## config.mk

```make
export PLATFORM = sky130hd
export DESIGN_NAME = mer_regs
export DESIGN_NICKNAME = d
export VERILOG_FILES = /design/src/inc/mer_pkg.sv /design/src/inc/mer_err_if.sv /design/src/verilog/mer_regs.sv /design/src/verilog/mer_err_bank.sv
export SDC_FILE = /design/constraint.sdc
export NUM_CORES = 1
export LEC_CHECK = 0
export ABC_AREA = 1
export BUFFER_PORTS_ARGS = -buffer_cell sky130_fd_sc_hd__buf_2
export CORE_ASPECT_RATIO = 1.1
export CORE_MARGIN = 2
export CORE_UTILIZATION = 46
export DETAILED_ROUTE_END_ITERATION = 10
export MAX_ROUTING_LAYER = met4
export PLACE_DENSITY = 0.84
export SETUP_SLACK_MARGIN = 0.05
export SLEW_MARGIN = 20
export SYNTH_ARGS = -nofsm -noshare
export SYNTH_HDL_FRONTEND = slang
export SYNTH_SLANG_ARGS = --single-unit
```

## constraint.sdc

```tcl
create_clock -name hclk -period 1.6 [get_ports hclk]
set_input_delay 0.08 -clock hclk [delete_from_list [all_inputs] [get_ports hclk]]
set_output_delay 0.08 -clock hclk [all_outputs]
set_load 0.01 [all_outputs]
```

## src/inc/mer_pkg.sv

```systemverilog
package mer_pkg;
    // byte offsets inside configuration space
    localparam logic [11:0] MER_OFF_MSG_ADDR_LO = 12'h0f4;
    localparam logic [11:0] MER_OFF_MSG_ADDR_HI = 12'h0f8;
    localparam logic [11:0] MER_OFF_MSG_DATA = 12'h0fc;
    localparam logic [11:0] MER_OFF_CAP_HDR = 12'h100;
    localparam logic [11:0] MER_OFF_UNC_STS = 12'h104;
    localparam logic [11:0] MER_OFF_UNC_MSK = 12'h108;
    localparam logic [11:0] MER_OFF_UNC_SEV = 12'h10c;
    localparam logic [11:0] MER_OFF_COR_STS = 12'h110;
    localparam logic [11:0] MER_OFF_COR_MSK = 12'h114;

    // interrupt message fields
    localparam logic [31:0] MER_MSG_ADDR_LO_WMASK = 32'hffff_fffc;
    localparam logic [31:0] MER_MSG_ADDR_HI_WMASK = 32'hffff_ffff;
    localparam logic [31:0] MER_MSG_DATA_WMASK = 32'h0000_ffff;
    localparam logic [31:0] MER_MSG_RST = 32'h0000_0000;

    // capability header fields
    localparam logic [15:0] MER_CAP_ID = 16'h0001;
    localparam logic [3:0] MER_CAP_VER = 4'h1;
    localparam logic [11:0] MER_CAP_NEXT = 12'h150;

    // error register layouts and reset values
    localparam logic [31:0] MER_UNC_IMPL = 32'h001f_f011;
    localparam logic [31:0] MER_UNC_STS_RST = 32'h0000_0000;
    localparam logic [31:0] MER_UNC_MSK_RST = 32'h0000_0000;
    localparam logic [31:0] MER_UNC_SEV_RST = 32'h0006_2011;
    localparam logic [31:0] MER_COR_IMPL = 32'h0000_31c1;
    localparam logic [31:0] MER_COR_STS_RST = 32'h0000_0000;
    localparam logic [31:0] MER_COR_MSK_RST = 32'h0000_2000;

    // ahb encodings
    localparam logic [2:0] MER_HSIZE_WORD = 3'b010;
    localparam logic [31:0] MER_ZERO = 32'h0000_0000;

    typedef enum logic [1:0] {
        MER_PH_IDLE,
        MER_PH_WRITE,
        MER_PH_RDWAIT,
        MER_PH_RDDONE
    } mer_phase_e;
endpackage

```

## src/inc/mer_err_if.sv

```systemverilog
`timescale 1ns/1ns
`default_nettype none
interface mer_err_if;
    logic [31:0] wdata;
    logic wr_unc_sts;
    logic wr_unc_msk;
    logic wr_unc_sev;
    logic wr_cor_sts;
    logic wr_cor_msk;
    logic [31:0] unc_sts;
    logic [31:0] unc_msk;
    logic [31:0] unc_sev;
    logic [31:0] cor_sts;
    logic [31:0] cor_msk;

    modport bank (
        input wdata, wr_unc_sts, wr_unc_msk, wr_unc_sev, wr_cor_sts, wr_cor_msk,
        output unc_sts, unc_msk, unc_sev, cor_sts, cor_msk
    );
    modport ctrl (
        output wdata, wr_unc_sts, wr_unc_msk, wr_unc_sev, wr_cor_sts, wr_cor_msk,
        input unc_sts, unc_msk, unc_sev, cor_sts, cor_msk
    );
endinterface
`default_nettype wire

```

## src/verilog/mer_regs.sv

```systemverilog
// Notes on behaviour
// The low message address keeps bits 31:2 writable from a zero reset and reads 1:0 as zero.
// The high message address is a full 32-bit writable word resetting to zero.
// Message data keeps a 16-bit writable value from zero with bits 31:16 reading zero.
// The capability header reads a fixed identifier of 0001h in bits 15:0.
// The capability header reads a fixed version of 1h in bits 19:16.
// The capability header reads a fixed next link of 150h in bits 31:20.
// Uncorrectable flags at bits 0, 4 and 12 to 20 are sticky and cleared by writing one.
// Uncorrectable mask bits are sticky read-write at the flag positions, reset zero.
// Uncorrectable severity resets fatal at 0, 4, 13, 17, 18 and non-fatal elsewhere.
// Correctable flags at bits 0, 6 to 8, 12 and 13 are sticky and cleared by writing one.
// Correctable mask bits are sticky read-write, reset zero except bit 13 which resets one.
// Sticky flags, masks and severities survive a hot reset and clear only at power-on.
// An error always sets its flag; the mask only stops the report, severity picks its class.
`timescale 1ns/1ns
`default_nettype none
module mer_regs
    import mer_pkg::*;
(
    // clock and power-on reset
    input wire logic hclk,
    input wire logic hresetn,
    // ahb-lite slave
    input wire logic hsel,
    input wire logic [31:0] haddr,
    input wire logic [1:0] htrans,
    input wire logic hwrite,
    input wire logic [2:0] hsize,
    input wire logic [31:0] hwdata,
    input wire logic hready,
    output logic hreadyout,
    output logic hresp,
    output logic [31:0] hrdata,
    // link or hot reset, synchronous, active high
    input wire logic hot_rst,
    // error detection pulses from link and transaction layers
    input wire logic [31:0] unc_err_evt,
    input wire logic [31:0] cor_err_evt,
    // interrupt message setup
    output logic [63:0] msg_addr,
    output logic [15:0] msg_data,
    // error reporting pulses
    output logic rpt_fatal,
    output logic rpt_nonfatal,
    output logic rpt_corr
);
    mer_phase_e phase_reg, phase_next;
    logic [11:0] addr_reg;
    logic [31:0] hrdata_reg;
    logic [31:0] msg_lo_reg, msg_hi_reg, msg_dat_reg;

    mer_err_if eif ();

    function automatic logic hit(input logic [11:0] a, input logic [11:0] off);
        hit = (a == off);
    endfunction

    // address phase
    wire logic accept = hsel & htrans[1] & hready;
    wire logic word_ok = (hsize == MER_HSIZE_WORD);
    wire logic acc_wr = accept & hwrite & word_ok;
    wire logic acc_rd = accept & ~hwrite;

    // data phase write strobes
    wire logic wr_act = (phase_reg == MER_PH_WRITE);
    wire logic wr_lo = wr_act & hit(addr_reg, MER_OFF_MSG_ADDR_LO);
    wire logic wr_hi = wr_act & hit(addr_reg, MER_OFF_MSG_ADDR_HI);
    wire logic wr_dat = wr_act & hit(addr_reg, MER_OFF_MSG_DATA);

    wire logic [31:0] cap_hdr = {MER_CAP_NEXT, MER_CAP_VER, MER_CAP_ID};

    // read selection; unmapped offsets read zero
    wire logic [31:0] rd_mux =
        hit(addr_reg, MER_OFF_MSG_ADDR_LO) ? (msg_lo_reg & MER_MSG_ADDR_LO_WMASK) :
        hit(addr_reg, MER_OFF_MSG_ADDR_HI) ? msg_hi_reg :
        hit(addr_reg, MER_OFF_MSG_DATA) ? (msg_dat_reg & MER_MSG_DATA_WMASK) :
        hit(addr_reg, MER_OFF_CAP_HDR) ? cap_hdr :
        hit(addr_reg, MER_OFF_UNC_STS) ? eif.unc_sts :
        hit(addr_reg, MER_OFF_UNC_MSK) ? eif.unc_msk :
        hit(addr_reg, MER_OFF_UNC_SEV) ? eif.unc_sev :
        hit(addr_reg, MER_OFF_COR_STS) ? eif.cor_sts :
        hit(addr_reg, MER_OFF_COR_MSK) ? eif.cor_msk : MER_ZERO;

    // one wait state on reads so a write just before is always seen
    always_comb begin
        phase_next = MER_PH_IDLE;
        unique case (phase_reg)
            MER_PH_RDWAIT: phase_next = MER_PH_RDDONE;
            MER_PH_IDLE, MER_PH_WRITE, MER_PH_RDDONE: begin
                if (acc_wr) begin
                    phase_next = MER_PH_WRITE;
                end else if (acc_rd) begin
                    phase_next = MER_PH_RDWAIT;
                end
            end
        endcase
    end

    always_ff @(posedge hclk or negedge hresetn) begin
        if (!hresetn) begin
            phase_reg <= MER_PH_IDLE;
            addr_reg <= 12'h000;
            hrdata_reg <= MER_ZERO;
        end else begin
            phase_reg <= phase_next;
            if (accept) begin
                addr_reg <= haddr[11:0];
            end
            if (phase_reg == MER_PH_RDWAIT) begin
                hrdata_reg <= rd_mux;
            end
        end
    end

    // message registers are not sticky: hot reset clears them too
    always_ff @(posedge hclk or negedge hresetn) begin
        if (!hresetn) begin
            msg_lo_reg <= MER_MSG_RST;
            msg_hi_reg <= MER_MSG_RST;
            msg_dat_reg <= MER_MSG_RST;
        end else if (hot_rst) begin
            msg_lo_reg <= MER_MSG_RST;
            msg_hi_reg <= MER_MSG_RST;
            msg_dat_reg <= MER_MSG_RST;
        end else begin
            if (wr_lo) begin
                msg_lo_reg <= hwdata & MER_MSG_ADDR_LO_WMASK;
            end
            if (wr_hi) begin
                msg_hi_reg <= hwdata & MER_MSG_ADDR_HI_WMASK;
            end
            if (wr_dat) begin
                msg_dat_reg <= hwdata & MER_MSG_DATA_WMASK;
            end
        end
    end

    assign eif.wdata = hwdata;
    assign eif.wr_unc_sts = wr_act & hit(addr_reg, MER_OFF_UNC_STS);
    assign eif.wr_unc_msk = wr_act & hit(addr_reg, MER_OFF_UNC_MSK);
    assign eif.wr_unc_sev = wr_act & hit(addr_reg, MER_OFF_UNC_SEV);
    assign eif.wr_cor_sts = wr_act & hit(addr_reg, MER_OFF_COR_STS);
    assign eif.wr_cor_msk = wr_act & hit(addr_reg, MER_OFF_COR_MSK);

    mer_err_bank u_bank (
        .hclk(hclk),
        .hresetn(hresetn),
        .unc_err_evt(unc_err_evt),
        .cor_err_evt(cor_err_evt),
        .rb(eif.bank),
        .rpt_fatal(rpt_fatal),
        .rpt_nonfatal(rpt_nonfatal),
        .rpt_corr(rpt_corr)
    );

    assign hreadyout = (phase_reg != MER_PH_RDWAIT);
    assign hresp = 1'b0;
    assign hrdata = hrdata_reg;
    assign msg_addr = {msg_hi_reg, msg_lo_reg & MER_MSG_ADDR_LO_WMASK};
    assign msg_data = msg_dat_reg[15:0];

    // checks
    wire logic rd_done = (phase_reg == MER_PH_RDDONE);
endmodule
`default_nettype wire

```

## src/verilog/mer_err_bank.sv

```systemverilog
`timescale 1ns/1ns
`default_nettype none
module mer_err_bank
    import mer_pkg::*;
(
    // clock and power-on reset only; link resets never reach here
    input wire logic hclk,
    input wire logic hresetn,
    // detected error pulses
    input wire logic [31:0] unc_err_evt,
    input wire logic [31:0] cor_err_evt,
    // register side
    mer_err_if.bank rb,
    // reporting
    output logic rpt_fatal,
    output logic rpt_nonfatal,
    output logic rpt_corr
);
    logic [31:0] unc_sts_reg, unc_sts_next;
    logic [31:0] unc_msk_reg, unc_msk_next;
    logic [31:0] unc_sev_reg, unc_sev_next;
    logic [31:0] cor_sts_reg, cor_sts_next;
    logic [31:0] cor_msk_reg, cor_msk_next;
    logic rpt_fatal_reg, rpt_nonfatal_reg, rpt_corr_reg;
    wire logic [31:0] unc_hit = unc_err_evt & MER_UNC_IMPL;
    wire logic [31:0] cor_hit = cor_err_evt & MER_COR_IMPL;
    wire logic [31:0] unc_w1c = rb.wr_unc_sts ? rb.wdata : MER_ZERO;
    wire logic [31:0] cor_w1c = rb.wr_cor_sts ? rb.wdata : MER_ZERO;
    wire logic [31:0] unc_live = unc_hit & ~unc_msk_reg;
    wire logic [31:0] cor_live = cor_hit & ~cor_msk_reg;

    // new events beat a same-cycle clear; flags set whatever the mask says
    assign unc_sts_next = ((unc_sts_reg & ~unc_w1c) | unc_hit) & MER_UNC_IMPL;
    assign cor_sts_next = ((cor_sts_reg & ~cor_w1c) | cor_hit) & MER_COR_IMPL;
    assign unc_msk_next = rb.wr_unc_msk ? (rb.wdata & MER_UNC_IMPL) : unc_msk_reg;
    assign unc_sev_next = rb.wr_unc_sev ? (rb.wdata & MER_UNC_IMPL) : unc_sev_reg;
    assign cor_msk_next = rb.wr_cor_msk ? (rb.wdata & MER_COR_IMPL) : cor_msk_reg;

    // sticky: only the power-on reset clears these
    always_ff @(posedge hclk or negedge hresetn) begin
        if (!hresetn) begin
            unc_sts_reg <= MER_UNC_STS_RST;
            unc_msk_reg <= MER_UNC_MSK_RST;
            unc_sev_reg <= MER_UNC_SEV_RST;
            cor_sts_reg <= MER_COR_STS_RST;
            cor_msk_reg <= MER_COR_MSK_RST;
            rpt_fatal_reg <= 1'b0;
            rpt_nonfatal_reg <= 1'b0;
            rpt_corr_reg <= 1'b0;
        end else begin
            unc_sts_reg <= unc_sts_next;
            unc_msk_reg <= unc_msk_next;
            unc_sev_reg <= unc_sev_next;
            cor_sts_reg <= cor_sts_next;
            cor_msk_reg <= cor_msk_next;
            rpt_fatal_reg <= |(unc_live & unc_sev_reg);
            rpt_nonfatal_reg <= |(unc_live & ~unc_sev_reg);
            rpt_corr_reg <= |cor_live;
        end
    end

    assign rb.unc_sts = unc_sts_reg;
    assign rb.unc_msk = unc_msk_reg;
    assign rb.unc_sev = unc_sev_reg;
    assign rb.cor_sts = cor_sts_reg;
    assign rb.cor_msk = cor_msk_reg;
    assign rpt_fatal = rpt_fatal_reg;
    assign rpt_nonfatal = rpt_nonfatal_reg;
    assign rpt_corr = rpt_corr_reg;
endmodule
`default_nettype wire

```

# After elaboration in Yosys (flattened, before gate mapping)
# Cells that the tools add are included.
# Widths: inputs -> output; s select.
op_classes:
  addsub: 0
  mul: 0
  div: 0
  n_lt_le_gt_ge: 0
  n_eq_ne: 14
  n_shift: 0
  muxes: 20
  n_bitwise: 27
  n_reduce_logical: 8
op_table:
  columns: ["op", "count"]
  rows:
  - ["$mux 32", 6]
  - ["$reduce_or 32->1", 3]
  - ["$mux 21", 4]
  - ["$eq 12x9->1 const B", 6]
  - ["$not 21->32", 2]
  - ["$mux 29", 2]
  - ["$mux 14", 3]
  - ["$eq 12x8->1 const B", 3]
  - ["$and 14x32->32", 1]
  - ["$and 21x32->32", 1]
  - ["$and 32x21->32", 1]
  - ["$and 32x32->32", 1]
  - ["$mux 16", 2]
  - ["$not 14->32", 1]
  - ["$and 21x21->21", 1]
  - ["$not 21->21", 1]
  - ["$or 21x21->21", 1]
  - ["$and 14x14->14", 1]
  - ["$not 14->14", 1]
  - ["$or 14x14->14", 1]
  - ["$and 1x1->1", 13]
  - ["$reduce_bool 2->1", 3]
  - ["$eq 2x2->1 const B", 2]
  - ["$mux 2", 2]
  - ["other kinds (7)", 7]
totals:
  register_bits: 174
  latchBits: 0
  ram_bits: 0
  mem_bits_ro: 0
  inputBits: 139
  wordCells: 83
  memories: 0

# Logic depth before layout (Yosys ltp)
# Gate-level depths: netlist of the first run.
logic_depth:
  depth_word: 10
  mapped_depth: 12
  mapped_depth_nobuf: 12

# Cells and area by module
# From an unflattened synthesis of the first run, not the netlist that was laid out.
hier_totals:
  cells_unflattened: 1365
  hier_area_um2: 10018.4
modules_own_cells:
  columns: ["mod", "instances", "cells_per_inst", "area_per_inst_um2", "seq_area_each_um2"]
  rows:
  - ["mer_regs", 1, 1031, 7111.8, 3103.0]
  - ["mer_err_bank", 1, 334, 2906.5, 1208.7]

# Least setup slack after synthesis of the first run
# Ideal clock, no wire load.
synth_path:
  path_kind: "reg2reg"
  startpoint: "reg addr_reg[1]"
  endpoint: "reg msg_hi_reg[23]"
  setup_time_ps: 119
  arrival_time_ps: 1376
  t_required_ps: 1481
  path_slack_ps: 105
  stages_incl_launch_ff: 12
  n_path_buf: 1
  synth_period_minus_slack_ps: 1495
  cell_sequence: "dfrtp_1 > nor2_4 > nand3_4 > inv_2 > nand2_2 > inv_4 > nand2_2 > nand2_2 > inv_4 > buf_6 > nand2_1 > o21ai_2"
synth_via:
  elab_chain_cells: 3
synth_rtl:
  columns: ["item", "line", "rtl"]
  rows:
  - ["from (decl)", "mer_regs.sv:48", "logic [11:0] addr_reg;"]
  - ["from (signal assigned)", "mer_regs.sv:107", "addr_reg <= haddr[11:0];"]
  - ["$eq 12x8->1", "mer_regs.sv:55", "hit = (a == off);"]
  - ["$and 1x1->1", "mer_regs.sv:67", "wire logic wr_hi = wr_act & hit(addr_reg, MER_OFF_MSG_ADDR_HI);"]
  - ["$reduce_bool 2->1 (no source line)", null, null]
  - ["to (signal assigned)", "mer_regs.sv:130", "msg_hi_reg <= hwdata & MER_MSG_ADDR_HI_WMASK;"]
  - ["to (decl)", "mer_regs.sv:50", "logic [31:0] msg_lo_reg, msg_hi_reg, msg_dat_reg;"]
# No other way between the ends.
# A chain may end at the register's enable or synchronous reset.

# Final worst setup path of the first run
layout_path:
  startpoint: "reg addr_reg[6]"
  endpoint: "reg hrdata_reg[8] (netlist: hrdata[8])"
layout_via:
  elab_chain_cells: 10
  elab_cells_between_ends: 18
  cone_classes: "eq/ne (9); mux (9)"
layout_rtl:
  columns: ["item", "line", "rtl"]
  rows:
  - ["$eq 12x9->1", "mer_regs.sv:55", null]
  - ["$mux 14", "mer_regs.sv:82", "hit(addr_reg, MER_OFF_COR_MSK) ? eif.cor_msk : MER_ZERO;"]
  - ["$mux 14", "mer_regs.sv:81", "hit(addr_reg, MER_OFF_COR_STS) ? eif.cor_sts :"]
  - ["$mux 21", "mer_regs.sv:80", "hit(addr_reg, MER_OFF_UNC_SEV) ? eif.unc_sev :"]
  - ["$mux 21", "mer_regs.sv:79", "hit(addr_reg, MER_OFF_UNC_MSK) ? eif.unc_msk :"]
  - ["$mux 21", "mer_regs.sv:78", "hit(addr_reg, MER_OFF_UNC_STS) ? eif.unc_sts :"]
  - ["$mux 29", "mer_regs.sv:77", "hit(addr_reg, MER_OFF_CAP_HDR) ? cap_hdr :"]
  - ["$mux 29", "mer_regs.sv:76", "hit(addr_reg, MER_OFF_MSG_DATA) ? (msg_dat_reg & MER_MSG_DATA_WMASK) :"]
  - ["$mux 32", "mer_regs.sv:75", "hit(addr_reg, MER_OFF_MSG_ADDR_HI) ? msg_hi_reg :"]
  - ["$mux 32 (*)", "mer_regs.sv:74", "hit(addr_reg, MER_OFF_MSG_ADDR_LO) ? (msg_lo_reg & MER_MSG_ADDR_LO_WMASK) :"]
  - ["to (signal assigned)", "mer_regs.sv:110", "hrdata_reg <= rd_mux;"]
  - ["to (decl)", "mer_regs.sv:49", "logic [31:0] hrdata_reg;"]
# Mark *: on every way between the ends. The rest lies on a longest branch, timed or not.

==> impl_metrics.yaml, run 1 <==
worst_setup_path:
  worst_path_largest_cell_delay_ps: 410
  largest_driver_fanout_on_the_critical_path: 13
  path_common_cell: "sky130_fd_sc_hd__buf_12"
  setup.worst_path.class: "reg2reg"
  crit_path_start_kind: "flop"
  crit-reg2reg-launch: "addr_reg[6]$_DFFE_PN0P_"
  timing.critical_path.to_type: "flop"
  reg2regPathDepth: 10
  cp-startpoint: "addr_reg[6]$_DFFE_PN0P_"
  timing.critical_path.required_ps: 1930
  timing.critical_path.arrival_ps: 2260
  worstPathCellList: "buf_6 > nand4_1 > buf_4 > nor2_4 > nand2_2 > inv_4 > buf_12 > buf_12 > a21oi_1 > o211ai_1"
  timing.critical_path.slowest_stage_cell: "sky130_fd_sc_hd__dfrtp_1"
synth:
  synth_warnings: 0
  synth-xor-area-share_pct: 0
  postSynth.topFlopCell: "sky130_fd_sc_hd__dfrtp_1"
  synth-compound-area-share_pct: 17.0
  muxShareOfSynthArea_pct: 0.835
  synth_fa_ha_area_share_pct: 0
  proportion_of_synthesized_flip_flops_having_asynchronous_set_or_reset_pct: 100
  synth.ff_latch_count: 172
  synthesis.area_per_instance_um2: 8.93
  synth_top_family_by_area: "simple AND/OR/NAND/NOR gates"
  synth_enable_flop_cells: 0
  post_synth_and_or_nand_nor_area_fraction_pct: 21.4
  ys_seq_area_share_pct: 53.3
  synth_cell_types: 41
  netlist_area_um2: 8090
  synthCells: 906
layout:
  mostFrequentLayoutCell: "sky130_fd_sc_hd__nand2_1"
  area_delta_synth_final_pct: 49.9
  multi_input_comb_area_um2: 3680
  share_of_post_route_cells_with_drive_strength_above_1_pct: 43.7
  fill_cells: 1162
  most_used_cells_in_the_layout_excluding_fill_and_tap_cells: "sky130_fd_sc_hd__nand2_1 (213), sky130_fd_sc_hd__buf_2 (183), sky130_fd_sc_hd__dfrtp_1 (165)"
  seq_area_um2: 4310
  final_design_area_no_fill_um2: 12100
  insertedDiodeCount: 0
  nets: 1378
global_route:
  groute.usage.overall_pct: 32.3
  globalRouteOverflowTotal: 0
  maximum_number_of_pins_on_one_net_before_global_route_repair: 58
  antenna_found_initial: 0
  grt_pass1_wl_mm: 44.4
  via_count_of_the_first_global_routing_pass: 8584
status:
  outcome: "finished, violations left"
  failing_checks: "negative setup slack"
sta:
  timing.final.hold_violations: 0
  period_minus_slack_ps: 1930
  maxSlewViolCount: 0
  maxClockFrequency_ghz: 0.519
  setup_viol: 149
  final.hold.worst_slack_ps: 22.9
  rsz_0062_raised_after_global_routing: "yes"
  timing.final.ws_setup_ps: -327
  final_period_utilization_pct: 120
  slew_headroom_pct: 64.6
  final.setup_skew_ps: 17.6
  worst_slew_pin_slew_ps: 518
place:
  detailedPlace.worstSlack_ps: -113
  io_buffer_count: 184
  detailed_place.area_um2: 9670
  place.gp.congestion: 0.944
  hpwl_mm: 16.9
job:
  max_cap_viol_count: 0
clock_network:
  path_clk_slew_ps: 70
  cts_sinks: 172
  cts-htree-levels: 4
  cts_tree: "done"
  ctsRootBufferMaster: "sky130_fd_sc_hd__clkbuf_16"
  buffer_levels_on_the_longest_clock_path: 2
  clkLatencyLatePin_ps: 450
  numCtsBuffers: 17
floorplan:
  placeableCoreArea_um2: 17100
  boundaryPins: 256
  dieHeight_um: 143
  starting_utilization_of_the_core_area_pct: 47.2
  die-width_um: 130
  std_cell_rows: 50
  design.die.area_um2: 18700
power_and_ir_drop:
  power_density_nw_per_um2: 1050
  overall_power_w: 0.0127
  static-leakage-power_nw: 6.17
  vdd_ir_drop_max_v: 0.000953
min_path:
  worst_hold_startpoint: "hwdata[10]"
  hold_path_depth: 3
  hold_crit_path_type: "in2reg"
route:
  post_route_drc: 0
  drt_first_iter_violations: 1019
  totalWireLength_mm: 30.4
  drt_pass1_iterations: 6
  wl_per_cell_um: 20.5
  ant_nets: 0
  via_per_inst: 5.74
  dr_total_vias: 8525
==> power by group <==
group | total [W] | switching [W] | internal (W)
Clock | 0.00433 | 0.00183 | 0.00250
Sequential | 0.00513 | 0.000360 | 0.00477
Combinational | 0.00327 | 0.00186 | 0.00141
Total | 0.0127 | 0.00405 | 0.00868
==> worst max-delay path: cells and delay by family (launching register included) <==
kind	cells	cell delay [ps]
AND/OR/NAND/NOR	3	400
flip-flops	1	410
AO/OA/AOI/OAI	2	330
buffers and inverters	5	670
==> through the flow <==
| step | instances | setup TNS (ps) | util, % |
|---|---|---|---|
| after global placement | 1346 | -3710 | 56.4 |
| after floorplan | 908 | 0 | - |
| after CTS | 1472 | -8400 | 68.2 |
| after detailed placement | 1346 | -8840 | 56.4 |
| after global routing | 1486 | -38760 | 70.8 |
| final | 1486 | -27970 | 70.8 |
==> path summary, 6_finish.rpt <==
| kind | endpoint | slack (ps) |
|---|---|---|
| max in group asynchronous | u_bank.rb.unc_sev[17]$_DFFE_PN1P_ | 730 |
| min | msg_hi_reg[10]$_DFFE_PN0P_ | 20 |
| min reg2reg | u_bank.rb.unc_sev[18]$_DFFE_PN1P_ | 480 |
| max reg2reg | hrdata[8]$_DFFE_PN0N_ | -330 |
| min in group asynchronous | msg_lo_reg[7]$_DFFE_PN0P_ | 150 |
| max | hrdata[8]$_DFFE_PN0N_ | -330 |
==> layer usage <==
layer | share of wire (%) | global-route usage (%) | vias up
met5 | 0 | - | -
met4 | 4.7 | 16.0 | 0
met3 | 9.7 | 6.93 | 158
met2 | 49 | 51.8 | 650
met1 | 36 | 38.7 | 4064
li1 | - | - | 3653
==> layout make-up <==
cell class / instances / area share, %
Sequential cell: 172 / 35.6
Multi-Input combinational cell: 616 / 30.3
Timing Repair Buffer: 355 / 24.0
Clock buffer: 19 / 3.65
Inverter: 77 / 2.74
Tap cell: 234 / 2.41
Clock inverter: 13 / 1.36
==> cell usage after synthesis (2+ instances only) <==
cell type                   instances  area [um2]
sky130_fd_sc_hd__inv_2              7        26.3
sky130_fd_sc_hd__buf_6             16         180
sky130_fd_sc_hd__nor3_1            18        90.1
sky130_fd_sc_hd__nand4_1            3        18.8
sky130_fd_sc_hd__nor2_4             6        67.6
sky130_fd_sc_hd__nor2_2             2        12.5
sky130_fd_sc_hd__dfrtp_1          166        4150
sky130_fd_sc_hd__o22ai_1            3        18.8
sky130_fd_sc_hd__buf_4              5        37.5
sky130_fd_sc_hd__o2111ai_1          3        26.3
sky130_fd_sc_hd__o21ai_1           13        65.1
sky130_fd_sc_hd__nor2_1            61         229
sky130_fd_sc_hd__buf_1              2        7.51
sky130_fd_sc_hd__nor4_1             2        12.5
sky130_fd_sc_hd__buf_2              8        40.0
sky130_fd_sc_hd__a221oi_1           6        52.6
sky130_fd_sc_hd__nand2_1          259         972
sky130_fd_sc_hd__nand2_2            7        43.8
sky130_fd_sc_hd__a21oi_1           27         135
sky130_fd_sc_hd__a211oi_1           8        60.1
sky130_fd_sc_hd__o211ai_1           3        22.5
sky130_fd_sc_hd__nand3_1           46         230
sky130_fd_sc_hd__inv_4              3        18.8
sky130_fd_sc_hd__clkbuf_1          12        45.0
sky130_fd_sc_hd__o21ai_2           73         639
sky130_fd_sc_hd__o21ai_0           48         240
sky130_fd_sc_hd__inv_1             65         244
sky130_fd_sc_hd__nand3_4            2        35.0
sky130_fd_sc_hd__a31oi_1            3        18.8
sky130_fd_sc_hd__dfstp_2            6         158
sky130_fd_sc_hd__mux2_2             6        67.6
sky130_fd_sc_hd__clkinv_1           2        7.51
sky130_fd_sc_hd__o21bai_1           7        52.6
==> cell families after synthesis <==
kind of cell	count (synthesis)
flops	172
compound gates	199
buf+inv	120
mux	6
simple gates	408
other cells	1
==> repair_timing <==
item                                    CTS  global route
endpoints found under the setup margin  148           158
resized for setup                       136            76
endpoints found under the hold margin   161             0
hold buffers                             63             0
pin swaps                                15            11
gates cloned                              9             4
buffers inserted                         23            10
Power figures use the tool's default switching activity.
==> run 2: changes to the inputs <==
--- a/config.mk
+++ b/config.mk
@@ -8,7 +8,7 @@
 export ABC_AREA = 1
 export BUFFER_PORTS_ARGS = -buffer_cell sky130_fd_sc_hd__buf_2
 export CORE_ASPECT_RATIO = 1.1
-export CORE_MARGIN = 2
+export CORE_MARGIN = 3
 export CORE_UTILIZATION = 46
 export DETAILED_ROUTE_END_ITERATION = 10
 export MAX_ROUTING_LAYER = met4
==> run 2 against run 1 <==
Against the previous run:
- the run still ends with negative setup slack left
- routed wire length is 14% lower
- global-route usage decreased by 4.8 points
- power about the same
- largest cell class unchanged
- die area up 3.0%
- combinational power is 13% lower
==> impl_metrics.yaml, run 2 (synthesized netlist as in run 1, its figures left out) <==
status:
  outcome: "finished, violations left"
  failing_checks: "negative setup slack"
worst_setup_path:
  setup.worst_path.class: "reg2reg"
  crit-reg2reg-launch: "addr_reg[6]$_DFFE_PN0P_"
  reg2regPathDepth: 11
  reg2reg_to: "msg_hi_reg[11]$_DFFE_PN0P_"
  timing.critical_path.arrival_ps: 2070
  timing.critical_path.required_ps: 1910
  regToRegSetupSlack_ps: -160
  largest_driver_fanout_on_the_critical_path: 26
  timing.critical_path.to_type: "flop"
  crit_path_start_kind: "flop"
sta:
  rsz_0062_raised_after_global_routing: "yes"
  timing.final.ws_setup_ps: -158
  timing.final.hold_violations: 0
  final_period_utilization_pct: 110
  slew_headroom_pct: 60.7
  final.setup_skew_ps: 6.35
  setup_viol: 122
  maxSlewViolCount: 0
  setup_tns_ps: -12110
  maxClockFrequency_ghz: 0.569
  worst_slew_pin_slew_ps: 588
  final.hold.worst_slack_ps: 5.47
  period_minus_slack_ps: 1760
layout:
  final_core_util_pct: 67.1
  mostFrequentLayoutCell: "sky130_fd_sc_hd__nand2_1"
  insertedDiodeCount: 0
  share_of_post_route_cells_with_drive_strength_above_1_pct: 41.2
  multi_input_comb_area_um2: 3570
  seq_area_um2: 4310
  area_delta_synth_final_pct: 42.2
  nets: 1342
  most_used_cells_in_the_layout_excluding_fill_and_tap_cells: "sky130_fd_sc_hd__nand2_1 (209), sky130_fd_sc_hd__buf_2 (183), sky130_fd_sc_hd__dfrtp_1 (166)"
  fill_cells: 1292
floorplan:
  design.die.area_um2: 19200
  placeableCoreArea_um2: 17100
  std_cell_rows: 50
  dieHeight_um: 145
  starting_utilization_of_the_core_area_pct: 47.2
  die-width_um: 132
  boundaryPins: 256
power_and_ir_drop:
  static-leakage-power_nw: 5.88
  share_clk_of_total_power_pct: 37.5
  switching_power_w: 0.00376
  power_density_nw_per_um2: 1110
  p_int_w: 0.00899
  combPwrFrac_pct: 22.3
  power.share.sequential_pct: 40.2
  vdd_ir_drop_max_v: 0.000834
  power_switching_share_pct: 29.5
clock_network:
  cts_sinks: 172
  numCtsBuffers: 17
  buffer_levels_on_the_longest_clock_path: 2
  path_clk_slew_ps: 70
  cts_tree: "done"
  clkLatencyLatePin_ps: 430
  cts-htree-levels: 4
  ctsRootBufferMaster: "sky130_fd_sc_hd__clkbuf_16"
global_route:
  globalRouteOverflowTotal: 0
  grt_pass1_wl_mm: 41.1
  antenna_found_initial: 0
  groute.usage.overall_pct: 27.5
  maximum_number_of_pins_on_one_net_before_global_route_repair: 48
  via_count_of_the_first_global_routing_pass: 7921
route:
  post_route_drc: 0
  via_per_inst: 5.39
  wl_per_cell_um: 18.1
  drt_pass1_iterations: 5
  drt_first_iter_violations: 665
  totalWireLength_mm: 26.2
  dr_total_vias: 7816
  ant_nets: 0
place:
  io_buffer_count: 184
  detailedPlace.worstSlack_ps: -108
  place.gp.congestion: 0.901
  hpwl_mm: 16.8
min_path:
  min_to: "msg_dat_reg[9]$_DFFE_PN0P_"
  hold_path_depth: 3
  worst_hold_startpoint: "hwdata[9]"
  hold_crit_path_type: "in2reg"
job:
  max_cap_viol_count: 0
[run 2: cell types whose count changed in the layout (fill, tap and decap cells not counted), moves of 8 or more]
cell / before / now
sky130_fd_sc_hd__o21ai_0: 16 / 28
sky130_fd_sc_hd__buf_16: 9 / 0
sky130_fd_sc_hd__o21ai_2: 90 / 77
sky130_fd_sc_hd__nand2_2: 45 / 53
sky130_fd_sc_hd__buf_4: 61 / 45
[run 2: area by class of cell]
cell class              count  area share, %
well taps                 234           2.54
clock buffers              20           4.06
inverters                  77           2.63
flip-flops and latches    172           37.5
multi-input cells         616           31.0
repair buffers            319           20.4
clock inverters            11           1.86
[run 2: worst max-delay path, stage by stage, from the launching register on]
cell	delay, ps
sky130_fd_sc_hd__dfrtp_1	380
sky130_fd_sc_hd__buf_4	130
sky130_fd_sc_hd__nand4_1	190
sky130_fd_sc_hd__nor2_4	230
sky130_fd_sc_hd__nand2_2	110
sky130_fd_sc_hd__inv_4	90
sky130_fd_sc_hd__nand2_2	50
sky130_fd_sc_hd__nand2_2	80
sky130_fd_sc_hd__inv_4	60
sky130_fd_sc_hd__buf_12	160
sky130_fd_sc_hd__nand2_1	90
sky130_fd_sc_hd__o21ai_2	60
[run 2: worst max path at each step]
stage	start	end	cells after the start
final	addr_reg[6]$_DFFE_PN0P_	msg_hi_reg[11]$_DFFE_PN0P_	11
after global routing	addr_reg[7]$_DFFE_PN0P_	msg_hi_reg[11]$_DFFE_PN0P_	11
after CTS	addr_reg[7]$_DFFE_PN0P_	msg_hi_reg[29]$_DFFE_PN0P_	11
after detailed placement	addr_reg[9]$_DFFE_PN0P_	hrdata[13]$_DFFE_PN0N_	11
after global placement	addr_reg[6]$_DFFE_PN0P_	hrdata[25]$_DFFE_PN0N_	8
after floorplan	addr_reg[1]$_DFFE_PN0P_	msg_hi_reg[23]$_DFFE_PN0P_	11
[run 2: metrics by stage]
stage | instance area, um2 | cells | total power [W]
6_report | 11500 | 1449 | 0.0127
4_1_cts | 11200 | 1441 | 0.0125
2_1_floorplan | 8100 | 908 | 0.00642
5_1_grt | 11500 | 1449 | 0.0132
3_3_place_gp | 9620 | 1340 | 0.00748
3_5_place_dp | 9620 | 1340 | 0.00755
[run 2: power by group through the flow]
stage / Combinational, W / Sequential [W] / Clock [W]
floorplan: 0.00116 / 0.00526 / 0
global placement: 0.00236 / 0.00513 / 0
detailed placement: 0.00241 / 0.00514 / 0
CTS: 0.00265 / 0.00508 / 0.00479
global route: 0.00306 / 0.00516 / 0.00499
finish: 0.00284 / 0.00512 / 0.00478
[run 2: layer usage]
metal  share of wire, %  vias up  wire (um)  track usage (%)
li1                   -     3575          -                -
met1                 40     3773      10600             33.9
met2                 50      391      13000             45.2
met3                6.3       77       1660             4.40
met4                3.7        0        962             12.0
met5                  0        -          0                -
[run 2: repair_timing]
item / 4_1_cts / 5_1_grt
resized for setup: 90 / 59
buffers inserted: 8 / 8
pin swaps: 6 / 11
hold buffers: 62 / 0
endpoints found under the hold margin: 265 / 0
setup endpoints to repair: 144 / 156
